==> config.mk <==
export PLATFORM = sky130hd
export DESIGN_NAME = table_write_test_xor_exec
export DESIGN_NICKNAME = d
export VERILOG_FILES = /design/src/hdl/exec_pkg.sv /design/src/hdl/hold_if.sv /design/src/hdl/holding_bank.sv /design/src/hdl/table_write_test_xor_exec.sv
export SDC_FILE = /design/constraint.sdc
export NUM_CORES = 1
export LEC_CHECK = 0
export ABC_CLOCK_PERIOD_IN_PS = 2800
export BUFFER_PORTS_ARGS = -buffer_cell sky130_fd_sc_hd__buf_4
export CORE_MARGIN = 2
export CORE_UTILIZATION = 40
export DETAILED_ROUTE_END_ITERATION = 8
export PLACE_DENSITY = 0.63
export SKIP_CTS_REPAIR_TIMING = 1
export SLEW_MARGIN = 25
export SYNTH_ARGS = -nofsm -noshare
export SYNTH_HDL_FRONTEND = slang
export SYNTH_SLANG_ARGS = --single-unit
==> constraint.sdc <==
create_clock -name mclk -period 2.8 [get_ports mclk]
set_input_delay 0.56 -clock mclk [delete_from_list [all_inputs] [get_ports mclk]]
set_output_delay 0.56 -clock mclk [all_outputs]
set_load 0.1 [all_outputs]
==> src/hdl/exec_pkg.sv <==
// package for the table write, test-and-skip and exclusive-OR execute block
// assumes a core clock split into four phases per instruction cycle
// Function
// - The table write opcode is 0000 0000 0000 11nn and nn picks keep, post-inc, post-dec or pre-inc of the pointer.
// - A table write puts the table latch byte into the holding register picked by the pointer's three low bits.
// - The table pointer is a 21-bit byte address and increments and decrements act on all of it.
// - Pointer bit 0 picks the low byte of a program word when 0 and the high byte when 1.
// - A table write is one word and two instruction cycles, touches no flag and only loads a holding register.
// - Test-and-skip is 0110 011a plus an address and drops the fetched next instruction when the register is zero.
// - Test-and-skip takes one cycle, two when it skips, three when it skips a two-word instruction, and touches no flag.
// - An access bit of 0 picks the fixed access bank and 1 picks the bank in the bank select value.
// - Literal exclusive-OR 0000 1010 kkkk kkkk puts the working register XOR k in the working register in one cycle.
// - File exclusive-OR 0001 10da XORs the working and file registers in one cycle into W when d is 0, else into f.
`default_nettype none
package exec_pkg;

  ////////////////////////////////////////////////////////////////////////////
  // widths
  localparam int INSTR_W    = 16;
  localparam int BYTE_W     = 8;
  localparam int TP_W       = 21;
  localparam int BANK_W     = 4;
  localparam int FADDR_W    = 12;
  localparam int HOLD_N     = 8;
  localparam int HOLD_IDX_W = 3;
  localparam int REG_ADDR_W = 4;
  localparam int PHASE_W    = 2;

  ////////////////////////////////////////////////////////////////////////////
  // instruction phases
  localparam logic [PHASE_W-1:0] PH_Q1 = 2'h0;
  localparam logic [PHASE_W-1:0] PH_Q2 = 2'h1;
  localparam logic [PHASE_W-1:0] PH_Q3 = 2'h2;
  localparam logic [PHASE_W-1:0] PH_Q4 = 2'h3;

  ////////////////////////////////////////////////////////////////////////////
  // opcode patterns and field positions
  localparam logic [13:0] OP_TW_PREFIX  = 14'h0003;
  localparam logic [6:0]  OP_TST_PREFIX = 7'h33;
  localparam logic [7:0]  OP_XL_PREFIX  = 8'h0A;
  localparam logic [5:0]  OP_XF_PREFIX  = 6'h06;
  localparam int          FLD_A_BIT     = 8;
  localparam int          FLD_D_BIT     = 9;

  // pointer modes of the table write
  localparam logic [1:0] TP_KEEP    = 2'h0;
  localparam logic [1:0] TP_POSTINC = 2'h1;
  localparam logic [1:0] TP_POSTDEC = 2'h2;
  localparam logic [1:0] TP_PREINC  = 2'h3;

  // fixed access bank
  localparam logic [BANK_W-1:0] ACCESS_BANK = 4'h0;

  ////////////////////////////////////////////////////////////////////////////
  // register map of the plain register port
  localparam logic [REG_ADDR_W-1:0] REG_W        = 4'h0;
  localparam logic [REG_ADDR_W-1:0] REG_STATUS   = 4'h1;
  localparam logic [REG_ADDR_W-1:0] REG_TP_LOW   = 4'h2;
  localparam logic [REG_ADDR_W-1:0] REG_TP_HIGH  = 4'h3;
  localparam logic [REG_ADDR_W-1:0] REG_TP_UPPER = 4'h4;
  localparam logic [REG_ADDR_W-1:0] REG_LATCH    = 4'h5;
  localparam logic [REG_ADDR_W-1:0] REG_BANK     = 4'h6;
  localparam int                    HOLD_SEL_BIT = 3;
  localparam int                    STAT_Z_BIT   = 2;
  localparam int                    STAT_N_BIT   = 4;

  ////////////////////////////////////////////////////////////////////////////
  // reset values
  localparam logic [BYTE_W-1:0] W_RESET     = 8'h00;
  localparam logic [TP_W-1:0]   TP_RESET    = 21'h000000;
  localparam logic [BYTE_W-1:0] LATCH_RESET = 8'h00;
  localparam logic [BANK_W-1:0] BANK_RESET  = 4'h0;
  localparam logic [BYTE_W-1:0] HOLD_RESET  = 8'hFF;

  // execution states
  typedef enum logic [1:0] {ST_EXEC, ST_TW2, ST_SKIP, ST_SKIP2} state_t;

endpackage
`default_nettype wire

==> src/hdl/hold_if.sv <==
// interface between the execute logic and the holding register bank
// assumes both ends run on the same core clock
`timescale 1ns/100ps
`default_nettype none
interface hold_if;
  import exec_pkg::*;
  logic                  wr_en;
  logic [HOLD_IDX_W-1:0] wr_idx;
  logic [BYTE_W-1:0]     wr_data;
  logic [HOLD_IDX_W-1:0] rd_idx;
  logic [BYTE_W-1:0]     rd_data;

  modport core (output wr_en, output wr_idx, output wr_data, output rd_idx, input rd_data);
  modport bank (input wr_en, input wr_idx, input wr_data, input rd_idx, output rd_data);
endinterface
`default_nettype wire

==> src/hdl/holding_bank.sv <==
// eight holding registers filled by table writes
// assumes writes arrive from the execute logic on the core clock
`timescale 1ns/100ps
`default_nettype none
module holding_bank (
  // clock and reset
  input  wire logic mclk,
  input  wire logic reset_n,
  // execute side
  hold_if.bank      hb
);
  import exec_pkg::*;

  logic [BYTE_W-1:0] store      [HOLD_N];
  logic [BYTE_W-1:0] next_store [HOLD_N];

  ////////////////////////////////////////////////////////////////////////////
  // one entry per holding register
  genvar g;
  generate
    for (g = 0; g < HOLD_N; g++) begin : g_entry
      // load when the write index names this entry
      always_comb begin
        next_store[g] = store[g];
        if (hb.wr_en && hb.wr_idx == HOLD_IDX_W'(g)) begin
          next_store[g] = hb.wr_data;
        end
      end

      always_ff @(posedge mclk) begin
        if (!reset_n) begin
          store[g] <= HOLD_RESET;
        end else begin
          store[g] <= next_store[g];
        end
      end
    end
  endgenerate

  // read port for the register bus
  assign hb.rd_data = store[hb.rd_idx];
endmodule // holding_bank
`default_nettype wire

==> src/hdl/table_write_test_xor_exec.sv <==
// execute logic for table write, test-and-skip and the two exclusive-OR ops
// assumes a fetch unit presenting the next word and a data memory that
// answers a read strobe with data in the following clock
`timescale 1ns/100ps
`default_nettype none
module table_write_test_xor_exec (
  // clock and reset
  input  wire logic                               mclk,
  input  wire logic                               reset_n,
  // instruction fetch
  input  wire logic [exec_pkg::INSTR_W-1:0]       instr_word,
  input  wire logic                               instr_two_word,
  output logic                                    instr_load,
  output logic                                    instr_discard,
  // file register memory
  output logic [exec_pkg::FADDR_W-1:0]            file_addr,
  output logic                                    file_rd,
  input  wire logic [exec_pkg::BYTE_W-1:0]        file_rdata,
  output logic                                    file_wr,
  output logic [exec_pkg::BYTE_W-1:0]             file_wdata,
  // program memory pointer
  output logic [exec_pkg::TP_W-1:0]               table_pointer,
  // register port
  input  wire logic [exec_pkg::REG_ADDR_W-1:0]    reg_addr,
  input  wire logic [exec_pkg::BYTE_W-1:0]        reg_wdata,
  input  wire logic                               reg_wr,
  input  wire logic                               reg_rd,
  output logic [exec_pkg::BYTE_W-1:0]             reg_rdata
);
  import exec_pkg::*;

  ////////////////////////////////////////////////////////////////////////////
  // declarations
  logic [PHASE_W-1:0] phase;
  logic [PHASE_W-1:0] next_phase;
  state_t             state;
  state_t             next_state;
  logic [INSTR_W-1:0] instr;
  logic [INSTR_W-1:0] next_instr;
  logic [BYTE_W-1:0]  w_reg;
  logic [BYTE_W-1:0]  next_w_reg;
  logic               flag_n;
  logic               next_flag_n;
  logic               flag_z;
  logic               next_flag_z;
  logic [TP_W-1:0]    next_table_pointer;
  logic [BYTE_W-1:0]  table_latch;
  logic [BYTE_W-1:0]  next_table_latch;
  logic [BANK_W-1:0]  bank_select_value;
  logic [BANK_W-1:0]  next_bank_select_value;
  logic [FADDR_W-1:0] next_file_addr;
  logic               next_file_rd;
  logic               next_file_wr;
  logic [BYTE_W-1:0]  next_file_wdata;
  logic               two_word_seen;
  logic               next_two_word_seen;
  logic [BYTE_W-1:0]  hold_data;
  logic [BYTE_W-1:0]  next_hold_data;
  logic [BYTE_W-1:0]  next_reg_rdata;
  logic               is_tw;
  logic               is_tst;
  logic               is_xl;
  logic               is_xf;
  logic               cur_a;
  logic               cur_d;
  logic [1:0]         cur_nn;
  logic [BYTE_W-1:0]  cur_f;
  logic [BYTE_W-1:0]  xor_res;

  hold_if hb ();

  holding_bank u_holding_bank (
    .mclk    (mclk),
    .reset_n (reset_n),
    .hb      (hb)
  );

  ////////////////////////////////////////////////////////////////////////////
  // four-phase divider, one phase per clock
  always_comb begin
    next_phase = phase + 2'h1;
  end

  always_ff @(posedge mclk) begin
    if (!reset_n) begin
      phase <= PH_Q1;
    end else begin
      phase <= next_phase;
    end
  end

  ////////////////////////////////////////////////////////////////////////////
  // opcode decode of the latched word
  assign is_tw   = (state == ST_EXEC) && (instr[15:2] == OP_TW_PREFIX);
  assign is_tst  = (state == ST_EXEC) && (instr[15:9] == OP_TST_PREFIX);
  assign is_xl   = (state == ST_EXEC) && (instr[15:8] == OP_XL_PREFIX);
  assign is_xf   = (state == ST_EXEC) && (instr[15:10] == OP_XF_PREFIX);
  assign cur_a   = instr[FLD_A_BIT];
  assign cur_d   = instr[FLD_D_BIT];
  assign cur_nn  = instr[1:0];
  assign cur_f   = instr[7:0];
  assign xor_res = w_reg ^ (is_xl ? cur_f : file_rdata);

  // fetch handshake, one pulse per instruction cycle at the first phase, none in the second cycle of a table write
  assign instr_load    = (state == ST_EXEC) && (phase == PH_Q1);
  assign instr_discard = ((state == ST_SKIP) || (state == ST_SKIP2)) && (phase == PH_Q1);

  // holding register write port, byte index from the pointer's low bits
  assign hb.wr_en   = (state == ST_TW2) && (phase == PH_Q4);
  assign hb.wr_idx  = table_pointer[HOLD_IDX_W-1:0];         // bits 2:0 pick the byte
  assign hb.wr_data = hold_data;
  assign hb.rd_idx  = reg_addr[HOLD_IDX_W-1:0];

  ////////////////////////////////////////////////////////////////////////////
  // execution: bus writes first, instruction results override them
  always_comb begin
    next_state             = state;
    next_instr             = instr;
    next_w_reg             = w_reg;
    next_flag_n            = flag_n;
    next_flag_z            = flag_z;
    next_table_pointer     = table_pointer;
    next_table_latch       = table_latch;
    next_bank_select_value = bank_select_value;
    next_file_addr         = file_addr;
    next_file_rd           = 1'b0;
    next_file_wr           = 1'b0;
    next_file_wdata        = file_wdata;
    next_two_word_seen     = two_word_seen;
    next_hold_data         = hold_data;
    // software writes
    if (reg_wr) begin
      case (reg_addr)
        REG_W:        next_w_reg = reg_wdata;
        REG_STATUS: begin
          next_flag_n = reg_wdata[STAT_N_BIT];
          next_flag_z = reg_wdata[STAT_Z_BIT];
        end
        REG_TP_LOW:   next_table_pointer[7:0]   = reg_wdata;
        REG_TP_HIGH:  next_table_pointer[15:8]  = reg_wdata;
        REG_TP_UPPER: next_table_pointer[20:16] = reg_wdata[4:0];
        REG_LATCH:    next_table_latch          = reg_wdata;
        REG_BANK:     next_bank_select_value    = reg_wdata[BANK_W-1:0];
        default: ;
      endcase
    end
    case (state)
      ST_EXEC: begin
        if (phase == PH_Q1) begin
          next_instr = instr_word;
        end
        // operand read, bank chosen by the access bit
        if ((phase == PH_Q2) && (is_tst || is_xf)) begin
          next_file_rd   = 1'b1;
          next_file_addr = cur_a ? {bank_select_value, cur_f} : {ACCESS_BANK, cur_f};
        end
        if (phase == PH_Q4) begin
          if (is_xl) begin
            next_w_reg  = xor_res;
            next_flag_n = xor_res[BYTE_W-1];
            next_flag_z = (xor_res == 8'h00);
          end else if (is_xf) begin
            next_flag_n = xor_res[BYTE_W-1];
            next_flag_z = (xor_res == 8'h00);
            if (cur_d) begin
              next_file_wr    = 1'b1;
              next_file_wdata = xor_res;
            end else begin
              next_w_reg = xor_res;
            end
          end else if (is_tst && (file_rdata == 8'h00)) begin
            next_state = ST_SKIP;
          end else if (is_tw) begin
            next_state = ST_TW2;
            if (cur_nn == TP_PREINC) begin
              next_table_pointer = table_pointer + 21'h000001;
            end
          end
        end
      end
      ST_TW2: begin
        // second cycle: read latch, write holding register, post-adjust
        if (phase == PH_Q2) begin
          next_hold_data = table_latch;
        end
        if (phase == PH_Q4) begin
          next_state = ST_EXEC;
          case (cur_nn)
            TP_POSTINC: next_table_pointer = table_pointer + 21'h000001;
            TP_POSTDEC: next_table_pointer = table_pointer - 21'h000001;
            default: ;
          endcase
        end
      end
      ST_SKIP: begin
        // discarded word; a second word costs one more dead cycle
        if (phase == PH_Q1) begin
          next_two_word_seen = instr_two_word;
        end
        if (phase == PH_Q4) begin
          next_state = two_word_seen ? ST_SKIP2 : ST_EXEC;
        end
      end
      ST_SKIP2: begin
        if (phase == PH_Q4) begin
          next_state = ST_EXEC;
        end
      end
      default: next_state = ST_EXEC;
    endcase
  end

  always_ff @(posedge mclk) begin
    if (!reset_n) begin
      state             <= ST_EXEC;
      instr             <= 16'h0000;
      w_reg             <= W_RESET;
      flag_n            <= 1'b0;
      flag_z            <= 1'b0;
      table_pointer     <= TP_RESET;
      table_latch       <= LATCH_RESET;
      bank_select_value <= BANK_RESET;
      file_addr         <= 12'h000;
      file_rd           <= 1'b0;
      file_wr           <= 1'b0;
      file_wdata        <= 8'h00;
      two_word_seen     <= 1'b0;
      hold_data         <= 8'h00;
    end else begin
      state             <= next_state;
      instr             <= next_instr;
      w_reg             <= next_w_reg;
      flag_n            <= next_flag_n;
      flag_z            <= next_flag_z;
      table_pointer     <= next_table_pointer;
      table_latch       <= next_table_latch;
      bank_select_value <= next_bank_select_value;
      file_addr         <= next_file_addr;
      file_rd           <= next_file_rd;
      file_wr           <= next_file_wr;
      file_wdata        <= next_file_wdata;
      two_word_seen     <= next_two_word_seen;
      hold_data         <= next_hold_data;
    end
  end

  ////////////////////////////////////////////////////////////////////////////
  // register read data, valid only in the cycle after the strobe
  always_comb begin
    next_reg_rdata = 8'h00;
    if (reg_rd) begin
      if (reg_addr[HOLD_SEL_BIT]) begin
        next_reg_rdata = hb.rd_data;
      end else begin
        case (reg_addr)
          REG_W:        next_reg_rdata = w_reg;
          REG_STATUS:   next_reg_rdata = {3'h0, flag_n, 1'b0, flag_z, 2'h0};
          REG_TP_LOW:   next_reg_rdata = table_pointer[7:0];
          REG_TP_HIGH:  next_reg_rdata = table_pointer[15:8];
          REG_TP_UPPER: next_reg_rdata = {3'h0, table_pointer[20:16]};
          REG_LATCH:    next_reg_rdata = table_latch;
          REG_BANK:     next_reg_rdata = {4'h0, bank_select_value};
          default:      next_reg_rdata = 8'h00;
        endcase
      end
    end
  end

  always_ff @(posedge mclk) begin
    if (!reset_n) begin
      reg_rdata <= 8'h00;
    end else begin
      reg_rdata <= next_reg_rdata;
    end
  end
endmodule // table_write_test_xor_exec
`default_nettype wire

==> qor.txt <==
Grt ovf: 0
Warnings from Yosys: 0
Synth area leaders: dfxtp_1 22%, edfxtp_1 21%, mux2i_1 7.0%
Clk_skew: 0.01335 ns
Flops & latches, synth: 166
Crit path cell chain: or4_4 > o31ai_1 > a221oi_1 > or4_1 > or4b_1 > a21oi_1
ANT cells: 0
Most flops, register: u_holding_bank.store
Worst endpoint required time: 3.15 ns
Peak VDD IR: 0.3334 mV
Layout cells sized above 1: 0.2316
Initial core utilization: 0.4065
Final setup viols: 0
Crit start category: register
Number of global-route vias before repair: 7762
Yosys top cell area share: 0.2219
Worst hold slack: 0.3791 ns
Initial antenna violation count: 0
Beginning of the worst register-to-register path: instr[10]
Pins over their slew limit: 0
Crit path DAT: 3.02 ns
First-pass GRT wire length: 43920 um
Setup crit end kind: register
Largest net degree at the start of global routing: 82
Actual slew at the worst max-slew pin: 0.8920 ns
Hold WC Path Type: primary input to register
DR DRC count: 0
Cell Pwr Density: 501.4 mW/mm^2
Cell count after placement: 1341
Post-synth EDFFs: 64
Mapped Nets: 1031
Peak Freq: 0.3753 GHz
Leakage: 3.880 nW
Mapped cell area: 0.009204 mm^2
Global Route Usage Sum: 0.2335
Worst Setup Path Type: register to register
Slew Limit Headroom: 0.4053
DR pass1 iterations: 5
Core area: 0.02264 mm^2
Clk Latency, worst-skew pair: 0.43 ns
Iteration-0 DRC Markers: 819
Area grow syn2layout: 19.56%
Row Count: 55
Die height: 155.7 um
Asr flop ratio synth: 0
Hpwl dp: 20280 um
Pre-CTS setup slack: 0.1468 ns
# clock sinks: 166
DR vias: 8213
Clock transition at path regs: 0.08 ns
Total wire length: 28270 um
Routability cong.: 0.9301
Via density: 5.982
Synth area leader: dfxtp_1
Filler cells: 2110
Worst path slowest cell: or4_4
Syn avg cell area: 9.430 um^2
Clk root buf: clkbuf_16
Largest regs: u_holding_bank.store: 64 flops, table_pointer: 21 flops, instr: 16 flops
Bufs on Longest Clock Path: 2
Fin. Hold Viols: 0
CTS tree: done
Outcome: finished, final reports clean
Final setup margin: 0.1356 ns
Register area share after synthesis: 0.4307
CTS buffer count: 17
RSZ-0062 raised after global routing: no
Die width: 155.7 um
H-Tree Depth: 4
Post-DRT Antenna Nets: 0
Final Non-Filler Cells: 1373
Ys flop type: dfxtp_1
Final layout net count: 1130
Crit-path max cell delay: 0.60 ns
Final min period: 2.664 ns
Post-Syn Instances: 976
Setup tns final: 0 ns
Util after Layout: 0.4860
DIE AREA: 0.02424 mm^2
# Max-Cap Violations: 0
CP Max Fanout: 9
# IOs: 94
CP Launch Point: instr[10]
Drt wl/cell: 20.59 um
HP Start: instr_word[1]
Unique masters post-synth: 64
Post-route clock period utilization: 0.9516
Port buffer count: 93
Max FFs per register: 64
==> worst max-delay path, delay by kind of cell (launching register included) <==
family | cells | cell delay, ns
AO/OA/AOI/OAI | 3 | 0.59
flip-flops | 1 | 0.33
AND/OR/NAND/NOR | 3 | 1.66
==> cell families after synthesis <==
group / after synthesis / share of synthesized area
and+or+nand+nor: 396 / 0.2236
DFF: 166 / 0.4307
adders and majority gates: 14 / 0.01903
buffers and inverters: 92 / 0.04092
muxes: 87 / 0.1173
AOI/OAI and AO/OA: 187 / 0.1361
xor gates and xnor gates: 34 / 0.03235
==> cell type report <==
type                    count  area (um^2)  share of cell area
clock buffers              17        425.4             0.03866
clock inverters            15        142.6             0.01296
inverters                  14        52.55            0.004775
multi-input cells         718         4876              0.4431
flip-flops and latches    166         3965              0.3603
well taps                 285        356.6             0.03240
repair buffers            158         1186              0.1078
==> synthesized netlist by cell type (all sizes together) (8+ instances only) <==
cell type,number
mux2i,64
dfxtp,102
and2,13
xor2,16
a31oi,11
o211ai,11
inv,13
o21ai,22
nor2,71
edfxtp,64
a311oi,10
or2,32
xnor2,18
buf,16
or3,39
nor3,9
mux4,16
and4,9
nand2b,8
nand2,109
nand3,43
nor4,12
a21oi,61
nand4,9
ha,14
clkbuf,62
o31ai,10
a221oi,16
nor2b,10
==> final timing paths <==
kind                    to  depth (start not counted)  slack (ns)
setup / recovery    flag_z                          6        0.14
setup reg to reg    flag_z                          6        0.14
hold / removal    instr[1]                          3        0.38
hold reg to reg   phase[0]                          1        0.48
==> placed cells by master (no fill, tap or decap), types with 5 or more instances in the layout <==
cell type / netlist / final
o221ai_1: 7 / 7
o22a_1: 7 / 7
and2_1: 13 / 13
nor3_1: 9 / 9
buf_4: 0 / 158
nor4b_1: 5 / 5
nand4_1: 9 / 9
inv_1: 12 / 12
a311oi_1: 10 / 10
nor2b_1: 10 / 10
dfxtp_1: 102 / 101
xor2_1: 16 / 16
nand3_1: 43 / 43
nor4bb_1: 6 / 6
a21oi_1: 61 / 61
or4_1: 6 / 6
a221oi_1: 16 / 16
or3_1: 38 / 38
nor2_1: 71 / 71
o31ai_1: 10 / 10
or2_2: 32 / 32
mux2i_1: 64 / 64
nand2b_1: 8 / 8
edfxtp_1: 64 / 64
o211ai_1: 11 / 11
clkbuf_16: 0 / 17
and4_1: 9 / 9
ha_1: 14 / 14
nand2_1: 109 / 109
nor4_1: 12 / 10
xnor2_1: 18 / 18
a31oi_1: 11 / 11
inv_8: 0 / 6
o21ai_0: 21 / 21
mux4_2: 16 / 16
mux2_2: 7 / 7
==> power by group <==
part,internal [mW],switching [mW]
sequential,2.53,0.0427
combinational,0.230,0.424
clock,1.18,1.10
==> metrics by stage <==
stage / cell area (um^2) / power (mW)
finish: 11000 / 5.517
global route: 11000 / 5.693
CTS: 11000 / 5.539
detailed placement: 10440 / 3.277
global placement: 10440 / 3.273
floorplan: 9205 / 3.038
==> routing by layer <==
| metal | part of all wire | track usage | wire length, um |
|---|---|---|---|
| met1 | 0.45 | 0.3403 | 12820 |
| met2 | 0.45 | 0.3552 | 12670 |
| met3 | 0.082 | 0.04694 | 2319 |
| met4 | 0.016 | 0.05941 | 462 |
| met5 | 0 | 0 | 0 |
No activity file was read; power rests on OpenSTA's default activity.
